## src/rtl/dbgcm_pkg.sv

```systemverilog
// Constants, field layouts and carrier types of the debug comparator block.
// Assumes a 50 MHz system clock and APB register access with 32-bit data.
//
// Behaviour
// - Data low mask bit 0 ignores that data bit; bit 1 compares it.
// - Data low mask readable only at view 00; writable at view 00 when disarmed.
// - Comparator A compares data only while its tag bit is clear.
// - Secure part may still break but never stores trace data.
// - Sequencer, trace storage and breakpoints act only once armed.
// - Three comparators on the address bus; only A also compares masked data.
// - A forced match moves the sequencer without waiting for execution.
// - A tagged match marks the fetch; transition only when that opcode executes.
// - Entering the final state starts tracing and/or a breakpoint as configured.
// - Writing the immediate trigger bit forces the final state, with breakpoint if breakpoint enable is set.
// - Comparators are off in background debug mode and its accesses.
// - Exact or range matching; range fires inside or outside as selected.
// - Direction enable chooses whether direction counts; select picks read or write.
// - Tagging ignores direction, size and data; exact opcode address only.
// - Untagged match fires when the address shows on the bus, fetch included.
// - A match event is not rechecked later against its original condition.
// - Channels 0, 1, 2 come from comparators A, B, C except in range mode.
// - A and C ignore access size and match the exact address only.
// - Word data: lower-address byte meets data high; byte uses high only (the comparator ignores byte_acc and compares both bytes under the mask).
// - Inverted-data bit selects match on equal or on differing data.
// - Data high mask bit 0 ignores that data bit; bit 1 compares it.
// - Forced match reaches the sequencer two to three cycles after the bus cycle.

package dbgcm_pkg;

	localparam int DBGCM_ADDR_W = 18;
	localparam int DBGCM_DATA_W = 16;
	localparam int DBGCM_NCOMP = 3;
	localparam int DBGCM_PADDR_W = 12;

	// Register indices; byte address is four times the index
	localparam logic [7:0] DBGCM_IDX_CTRL_ONE = 8'h20;
	localparam logic [7:0] DBGCM_IDX_STATUS = 8'h21;
	localparam logic [7:0] DBGCM_IDX_RANGE = 8'h22;
	localparam logic [7:0] DBGCM_IDX_COMP_CTRL = 8'h28;
	localparam logic [7:0] DBGCM_IDX_ADDR_HIGH = 8'h29;
	localparam logic [7:0] DBGCM_IDX_ADDR_MID = 8'h2A;
	localparam logic [7:0] DBGCM_IDX_ADDR_LOW = 8'h2B;
	localparam logic [7:0] DBGCM_IDX_DATA_HIGH = 8'h2C;
	localparam logic [7:0] DBGCM_IDX_DATA_LOW = 8'h2D;
	localparam logic [7:0] DBGCM_IDX_DATA_HMASK = 8'h2E;
	localparam logic [7:0] DBGCM_IDX_DATA_LMASK = 8'h2F;

	// debug_control_one fields
	localparam int DBGCM_C1_ARM = 7;
	localparam int DBGCM_C1_IMMEDIATE_TRIGGER_BIT = 6;
	localparam int DBGCM_C1_TRACE_EN = 4;
	localparam int DBGCM_C1_BRK_EN = 3;
	localparam logic [7:0] DBGCM_C1_WMASK = 8'h9B;

	// Comparator control fields
	localparam int DBGCM_CC_ENABLE = 6;
	localparam int DBGCM_CC_TAG = 5;
	localparam int DBGCM_CC_NDB = 4;
	localparam int DBGCM_CC_RWE = 3;
	localparam int DBGCM_CC_RW = 2;
	localparam int DBGCM_CC_SZE = 1;
	localparam int DBGCM_CC_SZ = 0;
	localparam logic [7:0] DBGCM_CC_MASK_A = 8'h7C;
	localparam logic [7:0] DBGCM_CC_MASK_B = 8'h6F;
	localparam logic [7:0] DBGCM_CC_MASK_C = 8'h6C;

	localparam logic [7:0] DBGCM_RESET_BYTE = 8'h00;

	localparam logic [1:0] DBGCM_VIEW_A = 2'h0;
	localparam logic [1:0] DBGCM_VIEW_C = 2'h2;
	localparam logic [1:0] DBGCM_RANGE_OFF = 2'h0;
	localparam logic [1:0] DBGCM_RANGE_INSIDE = 2'h1;
	localparam logic [1:0] DBGCM_RANGE_OUTSIDE = 2'h2;
	localparam logic [1:0] DBGCM_CHAN_IMMEDIATE_TRIGGER_BIT = 2'h3;

	typedef enum logic [1:0] {
		DBGCM_SEQ_IDLE = 2'b00,
		DBGCM_SEQ_ARMED = 2'b01,
		DBGCM_SEQ_FINAL = 2'b11
	} dbgcm_seq_e;

	typedef struct packed {
		logic valid;
		logic read;
		logic byte_acc;
		logic fetch;
		logic [DBGCM_ADDR_W-1:0] addr;
		logic [DBGCM_DATA_W-1:0] data;
	} dbgcm_bus_s;

	typedef struct packed {
		logic valid;
		logic [DBGCM_ADDR_W-1:0] addr;
	} dbgcm_tag_s;

	typedef struct packed {
		logic [7:0] ctrl_one;
		logic [1:0] range_ctl;
		logic [DBGCM_NCOMP-1:0][7:0] comp_ctrl;
		logic [DBGCM_NCOMP-1:0][DBGCM_ADDR_W-1:0] comp_addr;
		logic [7:0] data_high;
		logic [7:0] data_low;
		logic [7:0] mask_high;
		logic [7:0] mask_low;
		dbgcm_bus_s bus;
		logic [DBGCM_NCOMP-1:0] match;
		logic [DBGCM_NCOMP-1:0] taghit;
		logic [DBGCM_NCOMP-1:0] tag_mark;
		dbgcm_seq_e seq;
		logic [1:0] last_chan;
		logic [31:0] prdata;
		logic pready;
		logic pslverr;
		logic brk_req;
		logic trace_store;
	} dbgcm_state_s;

endpackage

```

## src/rtl/dbgcm_top.sv

```systemverilog
// Debug comparators, match qualification and a compact trigger sequencer.
// Assumes an APB master on clk_sys and processor bus inputs synchronous to it.
//
// Decided for this implementation: the APB register port.
`timescale 1ns/10ps
`default_nettype none

module dbgcm_top
	import dbgcm_pkg::*;
(
	input wire logic clk_sys,
	input wire logic rst_b,
	input wire logic psel,
	input wire logic penable,
	input wire logic pwrite,
	input wire logic [DBGCM_PADDR_W-1:0] paddr,
	input wire logic [31:0] pwdata,
	output logic [31:0] prdata,
	output logic pready,
	output logic pslverr,
	input wire dbgcm_bus_s cpu_bus,
	input wire logic bdm_active,
	input wire logic bdm_access,
	input wire logic secure_mode,
	input wire logic exec_valid,
	input wire logic [DBGCM_ADDR_W-1:0] exec_addr,
	input wire logic queue_flush,
	output logic brk_req,
	output logic trace_store,
	output logic [DBGCM_NCOMP-1:0] tag_mark
);

	// ****************************************
	// State and comparator wiring
	// ****************************************

	dbgcm_state_s st_reg;
	dbgcm_state_s st_next;

	logic [DBGCM_NCOMP-1:0] force_hit;
	logic [DBGCM_NCOMP-1:0] fetch_hit;
	logic [DBGCM_NCOMP-1:0] qual_ok;
	logic [DBGCM_NCOMP-1:0] below;
	logic [DBGCM_NCOMP-1:0] above;
	logic [DBGCM_NCOMP-1:0] taghit;
	logic [DBGCM_NCOMP-1:0] ch_force;
	logic [DBGCM_NCOMP-1:0] ch_mark;
	logic [15:0] cdata;
	logic [15:0] cmask;
	logic armed;
	logic range_on;
	logic range_cond;
	logic tag_flush;

	assign cdata = {st_reg.data_high, st_reg.data_low};
	assign cmask = {st_reg.mask_high, st_reg.mask_low};
	assign armed = st_reg.seq != DBGCM_SEQ_IDLE;
	assign tag_flush = queue_flush || !armed;

	generate
		for (genvar i = 0; i < DBGCM_NCOMP; i++)
		begin : g_comp
			dbgcm_comparator #(
				.HAS_DATA(i == 0),
				.HAS_SIZE(i == 1)
			) u_comp (
				.ctrl(st_reg.comp_ctrl[i]),
				.caddr(st_reg.comp_addr[i]),
				.bus(st_reg.bus),
				.cdata(cdata),
				.cmask(cmask),
				.force_hit(force_hit[i]),
				.fetch_hit(fetch_hit[i]),
				.qual_ok(qual_ok[i]),
				.below(below[i]),
				.above(above[i])
			);
			dbgcm_tagger u_tag (
				.clk_sys(clk_sys),
				.rst_b(rst_b),
				.mark(ch_mark[i]),
				.mark_addr(st_reg.bus.addr),
				.exec_valid(exec_valid),
				.exec_addr(exec_addr),
				.flush(tag_flush),
				.taghit(taghit[i])
			);
		end
	endgenerate

	// ****************************************
	// Channel mapping and range modes
	// ****************************************

	// Range needs both A and B enabled; A's qualifiers and tag bit govern it
	assign range_on = (st_reg.range_ctl != DBGCM_RANGE_OFF)
		&& st_reg.comp_ctrl[0][DBGCM_CC_ENABLE] && st_reg.comp_ctrl[1][DBGCM_CC_ENABLE];
	assign range_cond = st_reg.bus.valid && ((st_reg.range_ctl == DBGCM_RANGE_INSIDE)
		? (above[0] && below[1])
		: (below[0] || above[1]));

	always_comb
	begin
		ch_force = force_hit;
		ch_mark = fetch_hit;
		if (range_on)
		begin
			ch_force[0] = range_cond && !st_reg.comp_ctrl[0][DBGCM_CC_TAG] && qual_ok[0];
			ch_mark[0] = range_cond && st_reg.comp_ctrl[0][DBGCM_CC_TAG]
				&& st_reg.bus.fetch;
			ch_force[1] = 1'b0;
			ch_mark[1] = 1'b0;
		end
		if (!armed)
		begin
			ch_force = '0;
			ch_mark = '0;
		end
	end

	// ****************************************
	// Next state
	// ****************************************

	always_comb
	begin
		logic [7:0] idx;
		logic [1:0] view;
		logic locked;
		logic view_ok;
		logic rd_hit;
		logic [7:0] rd_byte;
		logic wr;
		logic immediate_trigger_bit;
		logic enter_final;
		logic [DBGCM_NCOMP-1:0] ev;
		logic [7:0] cc_mask;

		idx = paddr[9:2];
		view = st_reg.ctrl_one[1:0];
		locked = st_reg.ctrl_one[DBGCM_C1_ARM];
		view_ok = view <= DBGCM_VIEW_C;
		rd_hit = 1'b1;
		rd_byte = 8'h00;
		wr = psel && penable && st_reg.pready && pwrite;
		immediate_trigger_bit = 1'b0;
		enter_final = 1'b0;
		ev = st_reg.match | st_reg.taghit;
		cc_mask = DBGCM_CC_MASK_C;
		if (view == DBGCM_VIEW_A)
		begin
			cc_mask = DBGCM_CC_MASK_A;
		end
		else if (view == 2'h1)
		begin
			cc_mask = DBGCM_CC_MASK_B;
		end

		st_next = st_reg;

		// Bus sample stage; background debug silences every comparator
		st_next.bus = cpu_bus;
		st_next.bus.valid = cpu_bus.valid && !bdm_active && !bdm_access;
		st_next.match = ch_force;
		st_next.tag_mark = ch_mark;
		st_next.taghit = armed ? taghit : '0;

		// Read decode in the setup phase, answered in the first access cycle
		case (idx)
			DBGCM_IDX_CTRL_ONE: rd_byte = st_reg.ctrl_one;
			DBGCM_IDX_STATUS: rd_byte = {st_reg.trace_store, 1'b0, st_reg.last_chan, 2'b00,
				st_reg.seq};
			DBGCM_IDX_RANGE: rd_byte = {6'h00, st_reg.range_ctl};
			DBGCM_IDX_COMP_CTRL: rd_byte = view_ok ? st_reg.comp_ctrl[view] : 8'h00;
			DBGCM_IDX_ADDR_HIGH: rd_byte = view_ok
				? {6'h00, st_reg.comp_addr[view][17:16]} : 8'h00;
			DBGCM_IDX_ADDR_MID: rd_byte = view_ok ? st_reg.comp_addr[view][15:8] : 8'h00;
			DBGCM_IDX_ADDR_LOW: rd_byte = view_ok ? st_reg.comp_addr[view][7:0] : 8'h00;
			DBGCM_IDX_DATA_HIGH: rd_byte = (view == DBGCM_VIEW_A) ? st_reg.data_high : 8'h00;
			DBGCM_IDX_DATA_LOW: rd_byte = (view == DBGCM_VIEW_A) ? st_reg.data_low : 8'h00;
			DBGCM_IDX_DATA_HMASK: rd_byte = (view == DBGCM_VIEW_A) ? st_reg.mask_high : 8'h00;
			DBGCM_IDX_DATA_LMASK: rd_byte = (view == DBGCM_VIEW_A)
				? st_reg.mask_low : 8'h00;
			default: rd_hit = 1'b0;
		endcase
		if ((paddr[1:0] != 2'b00) || (paddr[11:10] != 2'b00))
		begin
			rd_hit = 1'b0;
		end

		st_next.pready = psel && !penable;
		st_next.prdata = 32'h0000_0000;
		st_next.pslverr = 1'b0;
		if (psel && !penable)
		begin
			st_next.prdata = rd_hit ? {24'h00_0000, rd_byte} : 32'h0000_0000;
			st_next.pslverr = !rd_hit;
		end

		// Writes take effect at the completing access edge
		if (wr && rd_hit)
		begin
			case (idx)
				DBGCM_IDX_CTRL_ONE:
				begin
					st_next.ctrl_one = pwdata[7:0] & DBGCM_C1_WMASK;
					immediate_trigger_bit = pwdata[DBGCM_C1_IMMEDIATE_TRIGGER_BIT];
				end
				DBGCM_IDX_RANGE:
				begin
					if (!locked)
					begin
						st_next.range_ctl = pwdata[1:0];
					end
				end
				DBGCM_IDX_COMP_CTRL:
				begin
					if (!locked && view_ok)
					begin
						st_next.comp_ctrl[view] = pwdata[7:0] & cc_mask;
					end
				end
				DBGCM_IDX_ADDR_HIGH:
				begin
					if (!locked && view_ok)
					begin
						st_next.comp_addr[view][17:16] = pwdata[1:0];
					end
				end
				DBGCM_IDX_ADDR_MID:
				begin
					if (!locked && view_ok)
					begin
						st_next.comp_addr[view][15:8] = pwdata[7:0];
					end
				end
				DBGCM_IDX_ADDR_LOW:
				begin
					if (!locked && view_ok)
					begin
						st_next.comp_addr[view][7:0] = pwdata[7:0];
					end
				end
				DBGCM_IDX_DATA_HIGH:
				begin
					if (!locked && (view == DBGCM_VIEW_A))
					begin
						st_next.data_high = pwdata[7:0];
					end
				end
				DBGCM_IDX_DATA_LOW:
				begin
					if (!locked && (view == DBGCM_VIEW_A))
					begin
						st_next.data_low = pwdata[7:0];
					end
				end
				DBGCM_IDX_DATA_HMASK:
				begin
					if (!locked && (view == DBGCM_VIEW_A))
					begin
						st_next.mask_high = pwdata[7:0];
					end
				end
				DBGCM_IDX_DATA_LMASK:
				begin
					if (!locked && (view == DBGCM_VIEW_A))
					begin
						st_next.mask_low = pwdata[7:0];
					end
				end
				default:
				begin
				end
			endcase
		end

		// ****************************************
		// Sequencer
		// ****************************************

		case (st_reg.seq)
			DBGCM_SEQ_IDLE:
			begin
				if (st_next.ctrl_one[DBGCM_C1_ARM])
				begin
					st_next.seq = DBGCM_SEQ_ARMED;
				end
			end
			DBGCM_SEQ_ARMED:
			begin
				// Lowest channel wins; the event is consumed, not rechecked
				if (ev != '0)
				begin
					st_next.seq = DBGCM_SEQ_FINAL;
					enter_final = 1'b1;
					if (ev[0])
					begin
						st_next.last_chan = 2'h0;
					end
					else if (ev[1])
					begin
						st_next.last_chan = 2'h1;
					end
					else
					begin
						st_next.last_chan = 2'h2;
					end
				end
			end
			DBGCM_SEQ_FINAL:
			begin
			end
			default:
			begin
				st_next.seq = DBGCM_SEQ_IDLE;
			end
		endcase

		if (immediate_trigger_bit && st_next.ctrl_one[DBGCM_C1_ARM] && (st_reg.seq != DBGCM_SEQ_FINAL))
		begin
			st_next.seq = DBGCM_SEQ_FINAL;
			st_next.last_chan = DBGCM_CHAN_IMMEDIATE_TRIGGER_BIT;
			enter_final = 1'b1;
		end
		if (!st_next.ctrl_one[DBGCM_C1_ARM])
		begin
			st_next.seq = DBGCM_SEQ_IDLE;
			enter_final = 1'b0;
		end

		st_next.brk_req = enter_final && st_reg.ctrl_one[DBGCM_C1_BRK_EN]
			|| (enter_final && immediate_trigger_bit && st_next.ctrl_one[DBGCM_C1_BRK_EN]);
		st_next.trace_store = (st_next.seq == DBGCM_SEQ_FINAL)
			&& st_next.ctrl_one[DBGCM_C1_TRACE_EN] && !secure_mode;
	end

	// ****************************************
	// Registers and outputs
	// ****************************************

	always_ff @(posedge clk_sys or negedge rst_b)
	begin
		if (!rst_b)
		begin
			st_reg <= '0;
		end
		else
		begin
			st_reg <= st_next;
		end
	end

	assign prdata = st_reg.prdata;
	assign pready = st_reg.pready;
	assign pslverr = st_reg.pslverr;
	assign brk_req = st_reg.brk_req;
	assign trace_store = st_reg.trace_store;
	assign tag_mark = st_reg.tag_mark;

endmodule

`default_nettype wire

```

## src/rtl/dbgcm_comparator.sv

```systemverilog
// One address comparator with optional data and size qualification.
// Assumes the bus sample is registered and already gated for background debug.
`timescale 1ns/10ps
`default_nettype none

module dbgcm_comparator
	import dbgcm_pkg::*;
#(
	parameter bit HAS_DATA = 1'b0,
	parameter bit HAS_SIZE = 1'b0
)
(
	input wire logic [7:0] ctrl,
	input wire logic [DBGCM_ADDR_W-1:0] caddr,
	input wire dbgcm_bus_s bus,
	input wire logic [15:0] cdata,
	input wire logic [15:0] cmask,
	output logic force_hit,
	output logic fetch_hit,
	output logic qual_ok,
	output logic below,
	output logic above
);

	logic addr_eq;
	logic dir_ok;
	logic size_ok;
	logic data_ok;
	logic data_same;

	generate
		if (HAS_DATA && HAS_SIZE)
		begin : g_bad
			$error("dbgcm_comparator: data and size qualification are exclusive");
		end
	endgenerate

	assign addr_eq = bus.addr == caddr;
	assign below = bus.addr < caddr;
	assign above = bus.addr > caddr;
	assign dir_ok = !ctrl[DBGCM_CC_RWE] || (ctrl[DBGCM_CC_RW] == bus.read);
	assign size_ok = !HAS_SIZE || !ctrl[DBGCM_CC_SZE] || (ctrl[DBGCM_CC_SZ] == bus.byte_acc);
	// Byte accesses carry their byte on the high lane
	assign data_same = ((bus.data ^ cdata) & cmask) == 16'h0000;
	assign data_ok = !HAS_DATA || ctrl[DBGCM_CC_TAG] || (data_same ^ ctrl[DBGCM_CC_NDB]);
	assign qual_ok = dir_ok && size_ok && data_ok;
	assign force_hit = bus.valid && ctrl[DBGCM_CC_ENABLE] && !ctrl[DBGCM_CC_TAG] && addr_eq
		&& qual_ok;
	// Tagging looks only at the exact opcode address of a fetch
	assign fetch_hit = bus.valid && ctrl[DBGCM_CC_ENABLE] && ctrl[DBGCM_CC_TAG] && bus.fetch
		&& addr_eq;

endmodule

`default_nettype wire

```

## src/rtl/dbgcm_tagger.sv

```systemverilog
// Opcode tag holder for one match channel.
// Assumes the core reports each executed opcode address with a valid strobe.
`timescale 1ns/10ps
`default_nettype none

module dbgcm_tagger
	import dbgcm_pkg::*;
(
	input wire logic clk_sys,
	input wire logic rst_b,
	input wire logic mark,
	input wire logic [DBGCM_ADDR_W-1:0] mark_addr,
	input wire logic exec_valid,
	input wire logic [DBGCM_ADDR_W-1:0] exec_addr,
	input wire logic flush,
	output logic taghit
);

	dbgcm_tag_s tag_reg;
	dbgcm_tag_s tag_next;

	assign taghit = tag_reg.valid && exec_valid && (exec_addr == tag_reg.addr);

	always_comb
	begin
		tag_next = tag_reg;
		if (flush || taghit)
		begin
			tag_next.valid = 1'b0;
		end
		if (mark)
		begin
			tag_next.valid = 1'b1;
			tag_next.addr = mark_addr;
		end
	end

	always_ff @(posedge clk_sys or negedge rst_b)
	begin
		if (!rst_b)
		begin
			tag_reg <= '0;
		end
		else
		begin
			tag_reg <= tag_next;
		end
	end

endmodule

`default_nettype wire

```

## config.mk

```make
export PLATFORM = sky130hd
export DESIGN_NAME = dbgcm_top
export DESIGN_NICKNAME = d
export VERILOG_FILES = /design/src/rtl/dbgcm_pkg.sv /design/src/rtl/dbgcm_top.sv /design/src/rtl/dbgcm_comparator.sv /design/src/rtl/dbgcm_tagger.sv
export SDC_FILE = /design/constraint.sdc
export NUM_CORES = 1
export LEC_CHECK = 0
export BUFFER_PORTS_ARGS = -buffer_cell sky130_fd_sc_hd__buf_2
export CORE_MARGIN = 5
export CORE_UTILIZATION = 45
export CTS_BUF_LIST = sky130_fd_sc_hd__clkbuf_8
export DETAILED_ROUTE_END_ITERATION = 10
export GPL_TIMING_DRIVEN = 0
export PLACE_DENSITY = 0.76
export SLEW_MARGIN = 0
export SYNTH_ARGS = -nofsm -noshare
export SYNTH_HDL_FRONTEND = slang
export SYNTH_SLANG_ARGS = --single-unit
export TNS_END_PERCENT = 100
```

## constraint.sdc

```tcl
create_clock -name clk_sys -period 2.6 [get_ports clk_sys]
set_input_delay 0.52 -clock clk_sys [delete_from_list [all_inputs] [get_ports clk_sys]]
set_output_delay 0.52 -clock clk_sys [all_outputs]
set_load 0.05 [all_outputs]
```

## Yosys cells after proc, flatten, opt, wreduce, memory -nomap -nowiden

Index checks and enable logic that the tools add are counted.

| storage, ports and cells | value |
|---|---|
| bits of input ports | 110 |
| flip-flop bits (word level) | 261 |
| word-level logic and storage cells | 258 |
| output and inout bits | 39 |

| cells by class | value |
|---|---|
| muxes and demuxes | 76 |
| equal/unequal tests | 30 |
| bitwise logic cells | 6 |
| reductions and logical operators | 104 |
| magnitude comparators | 7 |

Operators with widths:

| kind | number |
|---|---|
| $mux W8 | 21 |
| $bwmux W54 | 3 |
| $mux W54 | 3 |
| $pmux W54 S3 | 1 |
| $mux W120 | 1 |
| $demux W18 S2 | 3 |
| $eq A18 B18 Y1 | 6 |
| $eq A8 B6 Y1 const B | 11 |
| $pmux W8 S11 | 1 |
| $mux W19 | 3 |
| $logic_and A1 B1 Y1 | 54 |
| $mux W24 | 2 |
| $bmux W18 S2 | 1 |
| $gt A18 B18 Y1 | 2 |
| $lt A18 B18 Y1 | 2 |
| $mux W18 | 2 |
| $bwmux W24 | 1 |
| $mux W2 | 11 |
| $reduce_and A3 Y1 | 6 |
| $reduce_bool A2 Y1 | 9 |
| $and A16 B16 Y16 | 1 |
| $bmux W8 S2 | 1 |
| $demux W8 S2 | 1 |
| $logic_not A16 Y1 | 1 |
| other kinds (25) | 76 |

## Depth between registers and ports, before layout

Gate-level depths: netlist of run 1.

| logic depth | value |
|---|---|
| depth in word-level cells | 15 |
| depth in mapped cells | 11 |
| gate-level depth less buffers | 10 |

## Modules after synthesis

Synthesis of run 1 repeated with hierarchy kept, for this count alone.

| unflattened totals | value |
|---|---|
| cell total of the unflattened synthesis | 1062 |
| area, all modules | 12482.0 um^2 |

Modules (own cells, without submodules):

| module | area each (um^2) | instances | sequential area each (um^2) | cells an instance |
|---|---|---|---|---|
| dbgcm_top | 7803.7 | 1 | 4504.3 | 591 |
| dbgcm_tagger | 973.4 | 3 | 475.5 | 77 |
| dbgcm_comparator (g_comp[0].u_comp) | 728.2 | 1 | 0.0 | 98 |
| dbgcm_comparator (g_comp[1].u_comp) | 525.5 | 1 | 0.0 | 73 |
| dbgcm_comparator (g_comp[2].u_comp) | 504.2 | 1 | 0.0 | 69 |

## Worst setup path before layout of run 1

No wires, ideal clock.

| timing | value |
|---|---|
| path type | reg-to-reg |
| start point | register st_reg[82] (netlist name) |
| end point | register g_comp[0].u_tag.tag_reg[0] (netlist name) |
| setup time | 125 ps |
| arrival time | 2586 ps |
| path slack | -111 ps |
| required time | 2475 ps |
| period minus slack after synthesis | 2711 ps |
| stages on the path, launching flop included | 11 |
| path buffers | 1 |
| path through | dfrtp_1 > ha_1 > nand4_1 > nor4_1 > a22oi_1 > nand3b_1 > a32oi_1 > a211o_1 > a211oi_1 > buf_4 > mux2_2 |

| on the way | value |
|---|---|
| cells in the longest elaborated chain, start to end | 8 |
| elaborated cells on any way between the ends | 14 |
| classes of those cells | order compare (4); eq/ne (1); mux (3); reduce/logical (6) |

Ends and longest elaborated chain:

| element | line | RTL |
|---|---|---|
| from (decl) | dbgcm_top.sv:37 | `dbgcm_state_s st_reg;` |
| from (signal assigned) | dbgcm_top.sv:350 | `st_reg <= st_next;` |
| $lt A18 B18 Y1 or $gt A18 B18 Y1 (tied branches) | dbgcm_comparator.sv:39, dbgcm_comparator.sv:40 |  |
| $logic_or A1 B1 Y1 or $logic_and A1 B1 Y1 (tied branches) | dbgcm_top.sv:100, dbgcm_top.sv:99 |  |
| $mux W1 | dbgcm_top.sv:99 | `? (above[0] && below[1])` |
| $logic_and A1 B1 Y1 | dbgcm_top.sv:98 | `assign range_cond = st_reg.bus.valid && ((st_reg.range_ctl == DBGCM_RANGE_INSIDE)` |
| $logic_and A1 B1 Y1 | dbgcm_top.sv:109 | `ch_mark[0] = range_cond && st_reg.comp_ctrl[0][DBGCM_CC_TAG]` |
| $logic_and A1 B1 Y1 | dbgcm_top.sv:110 | `&& st_reg.bus.fetch;` |
| $mux W2 * | dbgcm_top.sv:106 | `if (range_on)` |
| $mux W3 * | dbgcm_top.sv:114 | `if (!armed)` |
| to (signal assigned) | dbgcm_tagger.sv:46 | `tag_reg <= tag_next;` |
| to (decl) | dbgcm_tagger.sv:19 | `dbgcm_tag_s tag_reg;` |

Mark *: on every way between the ends. The rest lies on a longest branch, timed or not.
A chain may end at the register's enable or synchronous reset.

## Final worst setup path of run 1

| timing | value |
|---|---|
| start point | register st_reg[78] (netlist name) |
| end point | register g_comp[0].u_tag.tag_reg[16] (netlist name) |

The elaborated chain is that of the path after synthesis.

==> impl_results.md, run 1 <==
- Outcome: finished, violations left
- Violated checks: negative setup slack
- Clock buffer depth: 3
- Drt drc: 0
- DR vias: 9090
- Worst-path fanout max: 5
- Fin crit share: 113%
- CP Class: flip-flop to flip-flop
- Worst path depth: 11
- FF+latch count, synth: ~240
- Core area: 25800 µm²
- First-pass GRT wire length: 51500 µm
- Grt ovf: 0
- Largest delay share family, worst path: compound AO/OA/AOI/OAI gates
- CP arrival: 3.36 ns
- Setup violations, final: 20
- DR WL/cell: 21.1 µm
- Flop2flop setup slack: -0.34 ns
- Max Freq: 340 MHz
- Worst Path Buf+Inv: 2
- R2R depth: 11
- Mapped Cells: 1033
- RSZ-0062 raised after global routing: true
- Top Ports: 149
- Area growth syn-to-layout: 21.1%
- CTS root buffer: clkbuf_8
- VDD IR max: 0.448 mV
- Most frequent cells in the layout: dfrtp_1, nand2_1, buf_2, mux2_2, buf_4
- First drt pass iteration count: 6
- CTS buffer count: between 40 and 50
- CTS clk-pin slew, worst paths: 0.06 ns
- Synth Flop Type: dfrtp_1
- Pre-CTS setup slack: -0.557 ns
- Fin util: 54.9%
- CTS Sinks: 237
- Final hold violation count: 0
- Reg-to-reg endpoint: g_comp[0].u_tag.tag_reg[16]$_DFFE_PN0P_
- Setup crit end kind: flip-flop
- Initial Utilization: ~45%
- Placement Rows: 59
- Vias in the first global route: 9296
- 1st-iter DRT viols: 854
- Tmin final: 2.94 ns
- Slew Limit Fails: 0
- Cell area after synthesis: 11700 µm²
- Max-cap violations: 0
- Antenna fix cells: 0
- Clock latency on the worst-skew pair: approximately 0.54 ns
- Pin count of the biggest net entering global routing: 117
- Slowest cell on the critical path: dfrtp_2
- Die Wd: roughly 170 µm
- Number of library cell types mapped by synthesis: 60
- Ranking of synthesized cells by area: dfrtp_1, mux2_2, xnor2_1
- Leak: approximately 6.8 nW
- Crit path required time: 3.01 ns
- Worst slew pin tran: 0.903 ns
- Synth top area share: 50.7%
- Critical path capture point: g_comp[0].u_tag.tag_reg[16]$_DFFE_PN0P_
- ANT nets after route: 0
- Total GRT Usage: between 20% and 30%
- Die Ht: 171 µm
- Avg Inst Size Synth: 11.3 µm²
- Yosys warns: 0
- Share of cells above drive strength 1: about 30%
- Final WL: 33600 µm
- Port Buf Inserts: 100
- Setup crit start kind: flip-flop
- CTS H-tree lvls: 2
- RePlAce Congestion: around 0.94
- Biggest area consumer among synthesized cells: dfrtp_1
- Setup skew after layout: approximately 0.024 ns
- PwrDens: roughly 540 nW/µm²
- Ys async rst share: 100%
- Commonest non-fill, non-tap cell in the layout: dfrtp_1
- Worst hold path class: input port to flip-flop
- Die area: 29300 µm²
- Post-DP HPWL: about 24000 µm
- Critical path's largest stage delay: 0.48 ns
- Post-synth EDFFs: 0
- CTS tree: built
- Sequential fraction of the synthesis area: 50.7%
- Crit-path cells: ha_4 -> nand4_1 -> nor4_4 -> a22oi_1 -> nand3b_1 -> a32oi_1 -> a211o_1 -> a211oi_4 -> buf_6 -> buf_8 -> mux2_4
- Critical R2R Launch: st_reg[78]$_DFF_PN0_
- Via density per instance: approximately 5.7
- Fin worst setup slack: -0.343 ns
- Rel. slew slack: 39.6%
- CP startpoint: st_reg[78]$_DFF_PN0_
- Nets: 1380
- Initial antenna violation count: 1
-- per-layer routing --
| metal | up-vias | track usage, % | wire (µm) |
|---|---|---|---|
| li1 | 4028 | - | - |
| met1 | 4511 | 29.8 | 13700 |
| met2 | 448 | 36.7 | 15800 |
| met3 | 101 | 4.16 | 2650 |
| met4 | 2 | 9.51 | 1440 |
| met5 | - | 0 | 11 |
-- worst min path at each step --
stage,endpoint,cells after the start,from,slack [ns]
after floorplan,async pin,0,rst_b,0.22
after global placement,flip-flop,1,flip-flop,0.47
after detailed placement,g_comp[1].u_tag.tag_reg[1]$_DFFE_PN0P_,1,rst_b,0.35
after CTS,st_reg[57]$_DFF_PN0_,1,cpu_bus[8],0.06
after global routing,st_reg[49]$_DFF_PN0_,1,cpu_bus[0],0.05
final,st_reg[50]$_DFF_PN0_,1,cpu_bus[1],0.08
-- timing repair --
item | 4_1_cts | 5_1_grt
hold buffers | 1 | 0
cloned | 2 | 0
setup buffers | 23 | 7
setup endpoints to repair | 42 | 57
pin swaps | 10 | 3
gates resized for setup | 61 | 20
hold endpoints to repair | 12 | 0
-- stage by stage --
stage               hold slack (ns)  power [mW]  instance area [µm²]  std cells  setup TNS, ns
floorplan                     0.224        4.08                11800       1056              0
global route                 0.0549        7.97                14200       1594          -8.90
finish                       0.0793        7.70                14200       1594          -6.33
detailed placement            0.347        4.34                12800       1493         -46.56
CTS                          0.0609        7.73                14000       1587          -5.37
global placement              0.470        4.32                12700       1491        -757.79
-- worst reg2reg max path: cells and delay by family (launching register included) --
| family | cells | cell delay, ns |
|---|---|---|
| and+or+nand+nor | 3 | 0.65 |
| muxes | 1 | 0.30 |
| AOI/OAI and AO/OA | 4 | 0.79 |
| adders and majority gates | 1 | 0.31 |
| DFF | 1 | 0.48 |
| buffers and inverters | 2 | 0.29 |
-- Yosys cell counts, drive strengths merged (3+ instances only) --
library cell  instances
clkbuf               19
a21o                  6
ha                   36
a221oi                9
buf                  48
o21ai                31
nor2                 47
mux2                 92
nor3b                 3
a32oi                 8
dfrtp               237
xor2                 40
a31oi                 3
a22o                 47
a21oi                27
nand2               112
nand4                28
and2                 11
inv                  41
nor3                 13
o221ai               15
a211oi                4
mux2i                31
o22ai                 5
nand3                12
a22oi                11
nand2b                5
xnor2                53
nor4                  9
nor2b                 6
-- kinds of logic (layout without fill, tap and decap cells) --
| group | count (synthesis) | count (layout) | share of synthesized area, % |
|---|---|---|---|
| and+or+nand+nor | 256 | 256 | 11.1 |
| xor gates and xnor gates | 93 | 93 | 6.96 |
| AOI/OAI and AO/OA | 179 | 179 | 11.2 |
| buffers and inverters | 108 | 311 | 4.69 |
| DFF | 237 | 237 | 50.7 |
| adders and majority gates | 36 | 36 | 3.85 |
| other | 1 | 24 | 0.0320 |
| muxes | 123 | 123 | 11.5 |
-- layout make-up --
type / count / area, µm²
Tap cell: 335 / 419
Fill cell: 2235 / 11700
Clock buffer: 52 / 716
Inverter: 41 / 154
Sequential cell: 237 / 5950
Multi-Input combinational cell: 711 / 5570
Buffer: 67 / 435
Clock inverter: 16 / 95.1
Timing Repair Buffer: 135 / 842
-- where the power goes --
group	leakage (nW)	total [mW]	switching, mW	internal (mW)
registers	3.14	3.77	0.0461	3.72
clock network	0.456	3.37	1.49	1.88
logic	3.16	0.564	0.362	0.202
Power figures use the tool's default switching activity.
==> run 2: changes to the inputs <==
--- a/config.mk
+++ b/config.mk
@@ -6,12 +6,14 @@
 export NUM_CORES = 1
 export LEC_CHECK = 0
 export BUFFER_PORTS_ARGS = -buffer_cell sky130_fd_sc_hd__buf_2
+export CORE_ASPECT_RATIO = 1.75
 export CORE_MARGIN = 5
 export CORE_UTILIZATION = 45
 export CTS_BUF_LIST = sky130_fd_sc_hd__clkbuf_8
 export DETAILED_ROUTE_END_ITERATION = 10
 export GPL_TIMING_DRIVEN = 0
 export PLACE_DENSITY = 0.76
+export SKIP_CTS_REPAIR_TIMING = 1
 export SLEW_MARGIN = 0
 export SYNTH_ARGS = -nofsm -noshare
 export SYNTH_HDL_FRONTEND = slang
==> run 2 against run 1 <==
  * The run still ends with negative setup slack left
  * Routed wire length up 1.7%
  * Sequential share of layout area grew 0.57 points
  * First-iteration DRC count decreased by 37%
  * Via count is 2.9% lower
  * Sequential power about the same
  * Global-route usage shrank 0.16 points
  * Utilization fell by 0.59 points
  * Die area grew 0.44%
  * Clock skew is essentially flat
  * Register-to-register slack worse by 0.14 ns
  * Critical path depth unchanged
==> impl_results.md, run 2 (synthesis results as in run 1) <==
- Vias in the first global route: 9378 (was 9296)
- ANT nets after route: 0 (unchanged)
- Most frequent cells in the layout: dfrtp_1, nand2_1, buf_2, mux2_2 (was dfrtp_1, nand2_1, buf_2, mux2_2, buf_4)
- CTS Sinks: 237 (unchanged)
- Post-DP HPWL: 25700 µm (was 23800 µm)
- CTS buffer count: 37 (was 41)
- Non-filler cells, final: 1565 (was 1594)
- Worst hold path class: input port to flip-flop (unchanged)
- Die Ht: 223 µm (was 171 µm)
- DR WL/cell: 21.8 µm (was 21.1 µm)
- Total GRT Usage: 22.4% (was 22.5%)
- First drt pass iteration count: 5 (was 6)
- DR vias: 8825 (was 9090)
- Outcome: finished, violations left (unchanged)
- Die area: 29500 µm² (was 29300 µm²)
- Share of cells above drive strength 1: 30.0% (was 30.5%)
- Placement Rows: 78 (was 59)
- Setup crit start kind: flip-flop (unchanged)
- Post-placement cell area: 12800 µm² (about the same)
- Via density per instance: 5.64 (was 5.70)
- Setup violations, final: 35 (was 20)
- Max-cap violations: 0 (unchanged)
- Violated checks: negative setup slack (unchanged)
- Core area: 25800 µm² (about the same)
- RSZ-0062 raised after global routing: true (unchanged)
- First-pass GRT wire length: 51700 µm (was 51500 µm)
- Fill count: 2259 (was 2235)
- 1st-iter DRT viols: 538 (was 854)
- Register area: 5950 µm² (about the same)
- CTS tree: built (unchanged)
- Final WL: 34200 µm (was 33600 µm)
- Final setup TNS: -8.85 ns (was -6.33 ns)
- Max Freq: 324 MHz (was 340 MHz)
- Worst slew pin tran: 0.961 ns (was 0.903 ns)
- CTS root buffer: clkbuf_8 (unchanged)
- Setup skew after layout: 0.0243 ns (was 0.0238 ns)
- Clock latency on the worst-skew pair: 0.54 ns (about the same)
- CP arrival: 3.49 ns (was 3.36 ns)
- Clock buffer depth: 3 (unchanged)
- Worst Path Buf+Inv: 2 (unchanged)
- Worst-path fanout max: 6 (was 5)
- Slowest cell on the critical path: dfrtp_2 (unchanged)
- Fin crit share: 119% (was 113%)
- Area growth syn-to-layout: 19.5% (was 21.1%)
- Crit path required time: 3.00 ns (was 3.01 ns)
- Critical path's largest stage delay: 0.45 ns (was 0.48 ns)
- Largest delay share family, worst path: compound AO/OA/AOI/OAI gates (unchanged)
- Pre-CTS setup slack: -0.712 ns (was -0.557 ns)
- Top cell by count, worst path: buf_6
- Grt ovf: 0 (unchanged)
- RePlAce Congestion: 1.01 (was 0.938)
- # placed instances: 1478 (was 1493)
- PwrDens: 535 nW/µm² (was 543 nW/µm²)
- Leak: 6.66 nW (was 6.75 nW)
- Fin worst setup slack: -0.488 ns (was -0.343 ns)
- VDD IR max: 0.359 mV (was 0.448 mV)
- CP Class: flip-flop to flip-flop (unchanged)
- Fin area: 14000 µm² (was 14200 µm²)
- Pin count of the biggest net entering global routing: 103 (was 117)
- Initial Utilization: 45.4% (was 45.3%)
- Top Ports: 149 (unchanged)
- Rel. slew slack: 35.7% (was 39.6%)
- Slew Limit Fails: 0 (unchanged)
- Crit-path cells: ha_1 -> nand4_1 -> o221ai_2 -> o21ai_2 -> nand3_1 -> a21o_1 -> a211o_1 -> a211oi_4 -> buf_6 -> buf_6 -> mux2_2 (was ha_4 -> nand4_1 -> nor4_4 -> a22oi_1 -> nand3b_1 -> a32oi_1 -> a211o_1 -> a211oi_4 -> buf_6 -> buf_8 -> mux2_4)
- Drt drc: 0 (unchanged)
- Commonest non-fill, non-tap cell in the layout: dfrtp_1 (unchanged)
- Multi-input gate area: 5560 µm² (was 5570 µm²)
- Port Buf Inserts: 100 (unchanged)
- CTS H-tree lvls: 2 (unchanged)
- Die Wd: 132 µm (was 171 µm)
- Tmin final: 3.09 ns (was 2.94 ns)
- Initial antenna violation count: 0 (was 1)
- Setup crit end kind: flip-flop (unchanged)
- CTS clk-pin slew, worst paths: 0.07 ns (was 0.06 ns)
- Final hold violation count: 0 (unchanged)
- Nets: 1365 (was 1380)
- Fin util: 54.3% (was 54.9%)
## run 2: changes by cell type in the layout (fill, tap and decap cells not counted), sizes merged
cell	change
bufinv	-1
clkinvlp	-1
buf	-11
inv	-3
clkbuf	-1
clkdlybuf4s15	-1
diode	+1
clkinv	+3
## run 2: metrics by stage
| stage | hold WS [ns] | total power, mW |
|---|---|---|
| 2_1_floorplan | 0.224 | 4.08 |
| 3_3_place_gp | 0.469 | 4.32 |
| 3_5_place_dp | 0.475 | 4.34 |
| 4_1_cts | -0.0826 | 7.50 |
| 5_1_grt | 0.0575 | 7.76 |
| 6_report | 0.0806 | 7.48 |
## run 2: metal layers
| layer | vias up | routed length (µm) | track usage [%] | share of wire (%) |
|---|---|---|---|---|
| met1 | 4309 | 11600 | 22.7 | 34 |
| met3 | 135 | 1760 | 4.02 | 5.1 |
| met5 | - | 0 | 0 | 0 |
| met2 | 370 | 17900 | 40.2 | 52 |
| met4 | 0 | 2910 | 17.1 | 8.5 |
| li1 | 4011 | - | - | - |
## run 2: final timing paths
path                                                    startpoint  cells after the start  slack, ns                                 endpoint
min reg2reg                g_comp[2].u_tag.tag_reg[17]$_DFFE_PN0P_                      2       0.48  g_comp[2].u_tag.tag_reg[17]$_DFFE_PN0P_
min in group asynchronous                                    rst_b                      2       0.52                     st_reg[81]$_DFF_PN0_
max in group asynchronous                                    rst_b                      3       1.21                     st_reg[60]$_DFF_PN0_
max                                           st_reg[72]$_DFF_PN0_                     11      -0.49   g_comp[0].u_tag.tag_reg[0]$_DFFE_PN0P_
min                                                    cpu_bus[27]                      1       0.08                     st_reg[76]$_DFF_PN0_
max reg2reg                                   st_reg[72]$_DFF_PN0_                     11      -0.49   g_comp[0].u_tag.tag_reg[0]$_DFFE_PN0P_
## run 2: report_power, final
part,internal (mW),switching [mW],leakage (nW)
registers,3.72,0.0444,3.14
clock network,1.71,1.46,0.423
logic,0.193,0.360,3.10
total,5.62,1.86,6.66
## run 2: cell type report
cell class              instances  area share, %
multi-input cells             711           39.7
clock inverters                14          0.438
well taps                     320           2.86
diodes                          1         0.0179
flip-flops and latches        237           42.5
clock buffers                  50           4.92
plain buffers                  67           3.07
inverters                      41           1.10
repair buffers                124           5.32
==> run 3: changes to the inputs <==
--- a/config.mk
+++ b/config.mk
@@ -5,11 +5,13 @@
 export SDC_FILE = /design/constraint.sdc
 export NUM_CORES = 1
 export LEC_CHECK = 0
+export ABC_AREA = 1
 export BUFFER_PORTS_ARGS = -buffer_cell sky130_fd_sc_hd__buf_2
 export CORE_ASPECT_RATIO = 1.75
 export CORE_MARGIN = 5
 export CORE_UTILIZATION = 45
 export CTS_BUF_LIST = sky130_fd_sc_hd__clkbuf_8
+export CTS_CLUSTER_SIZE = 28
 export DETAILED_ROUTE_END_ITERATION = 10
 export GPL_TIMING_DRIVEN = 0
 export PLACE_DENSITY = 0.76
==> run 3 against run 2 <==
  * The flow now finishes without violations
  * Sequential share of layout area fell by 3.1 points
  * Synthesized cell count up 57%
  * Register-to-register slack improved by 0.49 ns
  * Critical path type unchanged
  * Critical endpoint is now g_comp[0].u_tag.tag_reg[15]$_DFFE_PN0P_
==> impl_results.md, run 3 <==
- Outcome: finished clean (was finished, violations left)
- 1st-iter DRT viols: 979 (was 538)
- Multi-input gate area: 5900 µm² (was 5560 µm²)
- Main combinational cell family by area after synthesis: simple AND/OR/NAND/NOR gates (was multiplexers)
- FF+latch count, synth: 237 (unchanged)
- CTS buffer count: 37 (unchanged)
- Leak: 7.43 nW (was 6.66 nW)
- First drt pass iteration count: 5 (unchanged)
- Share of cells above drive strength 1: 16.4% (was 30.0%)
- Grt ovf: 0 (unchanged)
- Worst path depth: 16 (was 11)
- Critical path's largest stage delay: 0.39 ns (was 0.45 ns)
- CTS root buffer: clkbuf_8 (unchanged)
- Final setup TNS: 0 ns (was -8.85 ns)
- Register area: 5930 µm² (was 5950 µm²)
- Worst Path Buf+Inv: 3 (was 2)
- Core area: 28000 µm² (was 25800 µm²)
- Post-synth EDFFs: 0 (unchanged)
- Crit-path cells: clkinvlp_4 -> ha_4 -> nand4_1 -> nor3_4 -> buf_12 -> nand3_4 -> nand2_1 -> nor2_1 -> nand2_1 -> nand2_2 -> nand3_2 -> nand2_4 -> nand2_2 -> buf_6 -> nand2_1 -> nand2_1 (was ha_1 -> nand4_1 -> o221ai_2 -> o21ai_2 -> nand3_1 -> a21o_1 -> a211o_1 -> a211oi_4 -> buf_6 -> buf_6 -> mux2_2)
- Ys async rst share: 100% (unchanged)
- CP Class: flip-flop to flip-flop (unchanged)
- Cell area after synthesis: 12800 µm² (was 11700 µm²)
- Initial Utilization: 45.7% (was 45.4%)
- Adder-cell share of the synthesized area: 3.52% (was 3.85%)
- Post-synthesis simple-gate area fraction: 21.4% (was 11.1%)
- Post-placement cell area: 13900 µm² (was 12800 µm²)
- Drt drc: 0 (unchanged)
- Die area: 32000 µm² (was 29500 µm²)
- Rel. slew slack: 42.2% (was 35.7%)
- Synth top area share: 46.4% (was 50.7%)
- RePlAce Congestion: 1.04 (was 1.01)
- Worst hold path class: input port to flip-flop (unchanged)
- Synth top cells by count: nand2_1, dfrtp_1, inv_1 (was dfrtp_1, nand2_1, mux2_2)
- CTS H-tree lvls: 2 (unchanged)
- Crit path required time: 3.09 ns (was 3.00 ns)
- Largest delay share family, worst path: simple AND/OR/NAND/NOR gates (was compound AO/OA/AOI/OAI gates)
- DR WL/cell: 21.6 µm (was 21.8 µm)
- Mapped Cells: 1619 (was 1033)
- RSZ-0062 raised after global routing: true (unchanged)
- Mux share of post-synthesis cell area: 0% (was 11.5%)
- Worst slew pin tran: 0.860 ns (was 0.961 ns)
- Setup skew after layout: 0.0276 ns (was 0.0243 ns)
- Post-DP HPWL: 36200 µm (was 25700 µm)
- Tmin final: 2.60 ns (was 3.09 ns)
- CP arrival: 3.09 ns (was 3.49 ns)
- Compound-Gate Fraction of Synth Area: 17.2% (was 11.2%)
- Clock buffer depth: 3 (unchanged)
- ANT nets after route: 0 (unchanged)
- Nets: 1936 (was 1365)
- Placement Rows: 81 (was 78)
- Setup violations, final: 0 (was 35)
- CTS tree: built (unchanged)
- Pre-CTS setup slack: -1.28 ns (was -0.712 ns)
- DR vias: 12295 (was 8825)
- Biggest area consumer among synthesized cells: dfrtp_1 (unchanged)
- Vias in the first global route: 12024 (was 9378)
- Max-cap violations: 0 (unchanged)
- Pin count of the biggest net entering global routing: 108 (was 103)
- Final WL: 47200 µm (was 34200 µm)
- Clock latency on the worst-skew pair: 0.57 ns (was 0.54 ns)
- Count leader, synth: nand2_1 (was dfrtp_1)
- Sequential fraction of the synthesis area: 46.4% (was 50.7%)
- Die Wd: 137 µm (was 132 µm)
- Top Ports: 149 (unchanged)
- Area growth syn-to-layout: 17.7% (was 19.5%)
- Slew Limit Fails: 0 (unchanged)
- R2R depth: 16 (was 11)
- Worst-path fanout max: 10 (was 6)
- First-pass GRT wire length: 69900 µm (was 51700 µm)
- PwrDens: 520 nW/µm² (was 535 nW/µm²)
- Fin area: 15000 µm² (was 14000 µm²)
- Setup crit end kind: flip-flop (unchanged)
- VDD IR max: 0.401 mV (was 0.359 mV)
- Total GRT Usage: 29.7% (was 22.4%)
- Setup crit start kind: flip-flop (unchanged)
- Via density per instance: 5.62 (was 5.64)
- Commonest non-fill, non-tap cell in the layout: nand2_1 (was dfrtp_1)
- Top cell by count, worst path: nand2_1 (was buf_6)
- Antenna fix cells: 0 (was 1)
- Slowest cell on the critical path: dfrtp_1 (was dfrtp_2)
- Die Ht: 233 µm (was 223 µm)
- Tot Pwr: 7.83 mW (was 7.48 mW)
- Port Buf Inserts: 100 (unchanged)
- Max Freq: 385 MHz (was 324 MHz)
- Avg Inst Size Synth: 7.90 µm² (was 11.3 µm²)
- Ranking of synthesized cells by area: dfrtp_1, nand2_1, o21ai_0 (was dfrtp_1, mux2_2, xnor2_1)
- Final hold violation count: 0 (unchanged)
- Fin worst setup slack: 0.00144 ns (was -0.488 ns)
- Xor and xnor area share after synthesis: 2.12% (was 6.96%)
- Synth Flop Type: dfrtp_1 (unchanged)
- CTS clk-pin slew, worst paths: 0.07 ns (about the same)
- CTS Sinks: 237 (unchanged)
- Yosys warns: 0 (unchanged)
- Cells on Worst Hold Path: 1 (unchanged)
- Most frequent cells in the layout: nand2_1, dfrtp_1, inv_1, o21ai_0, nor2_1 (was dfrtp_1, nand2_1, buf_2, mux2_2)
- Fin crit share: 99.9% (was 119%)
- Initial antenna violation count: 0 (unchanged)
- Number of library cell types mapped by synthesis: 52 (was 60)
- Fill count: 2693 (was 2259)
-- run 3: final timing paths --
| kind | start | end | slack [ns] |
|---|---|---|---|
| worst max register to register | flip-flop | g_comp[0].u_tag.tag_reg[15]$_DFFE_PN0P_ | 0.001 |
| worst min register to register | g_comp[1].u_tag.tag_reg[10]$_DFFE_PN0P_ | g_comp[1].u_tag.tag_reg[10]$_DFFE_PN0P_ | 0.49 |
| max in group asynchronous | rst_b | st_reg[79]$_DFF_PN0_ | 0.91 |
| worst min-delay path | cpu_bus[11] | st_reg[60]$_DFF_PN0_ | 0.06 |
| worst max-delay path | flip-flop | g_comp[0].u_tag.tag_reg[15]$_DFFE_PN0P_ | 0.001 |
| min in group asynchronous | rst_b | async pin | 0.41 |
-- run 3: kinds of logic after synthesis --
logic type,count (synthesis)
AND/OR/NAND/NOR,657
AO/OA/AOI/OAI,379
buffers and inverters,278
flip-flops,237
adder cells (fa/ha/maj),36
XOR/XNOR,31
other,1
-- run 3: final cells by class --
type	count	share of cell area [%]
buffer	90	3.57
clock buffer	55	5.03
clock inverter	10	0.640
inverter	187	4.74
multi-input combinational	1127	39.2
sequential	237	39.4
tap	373	3.10
timing repair buffer	110	4.26
-- run 3: metal layers --
| metal | up-vias | GRT usage (%) | part of all wire, % |
|---|---|---|---|
| met3 | 245 | 6.51 | 6.8 |
| met1 | 5738 | 28.4 | 31 |
| li1 | 5674 | - | - |
| met4 | 0 | 29.4 | 12 |
| met2 | 638 | 50.5 | 50 |
| met5 | - | 0 | 0 |
-- run 3: through the flow --
stage | std cells | utilization, % | hold WS, ns
3_5_place_dp | 2117 | 49.7 | 0.404
5_1_grt | 2189 | 53.8 | 0.0343
3_3_place_gp | 2115 | 49.5 | 0.454
2_1_floorplan | 1642 | - | 0.224
4_1_cts | 2182 | 52.8 | -0.194
6_report | 2189 | 53.8 | 0.0595
-- run 3: power breakdown --
group          internal [mW]  total, mW  switching [mW]
combinational          0.146      0.496           0.350
sequential              3.72       3.77          0.0467
clock                   2.06       3.57            1.51
total                   5.92       7.83            1.91
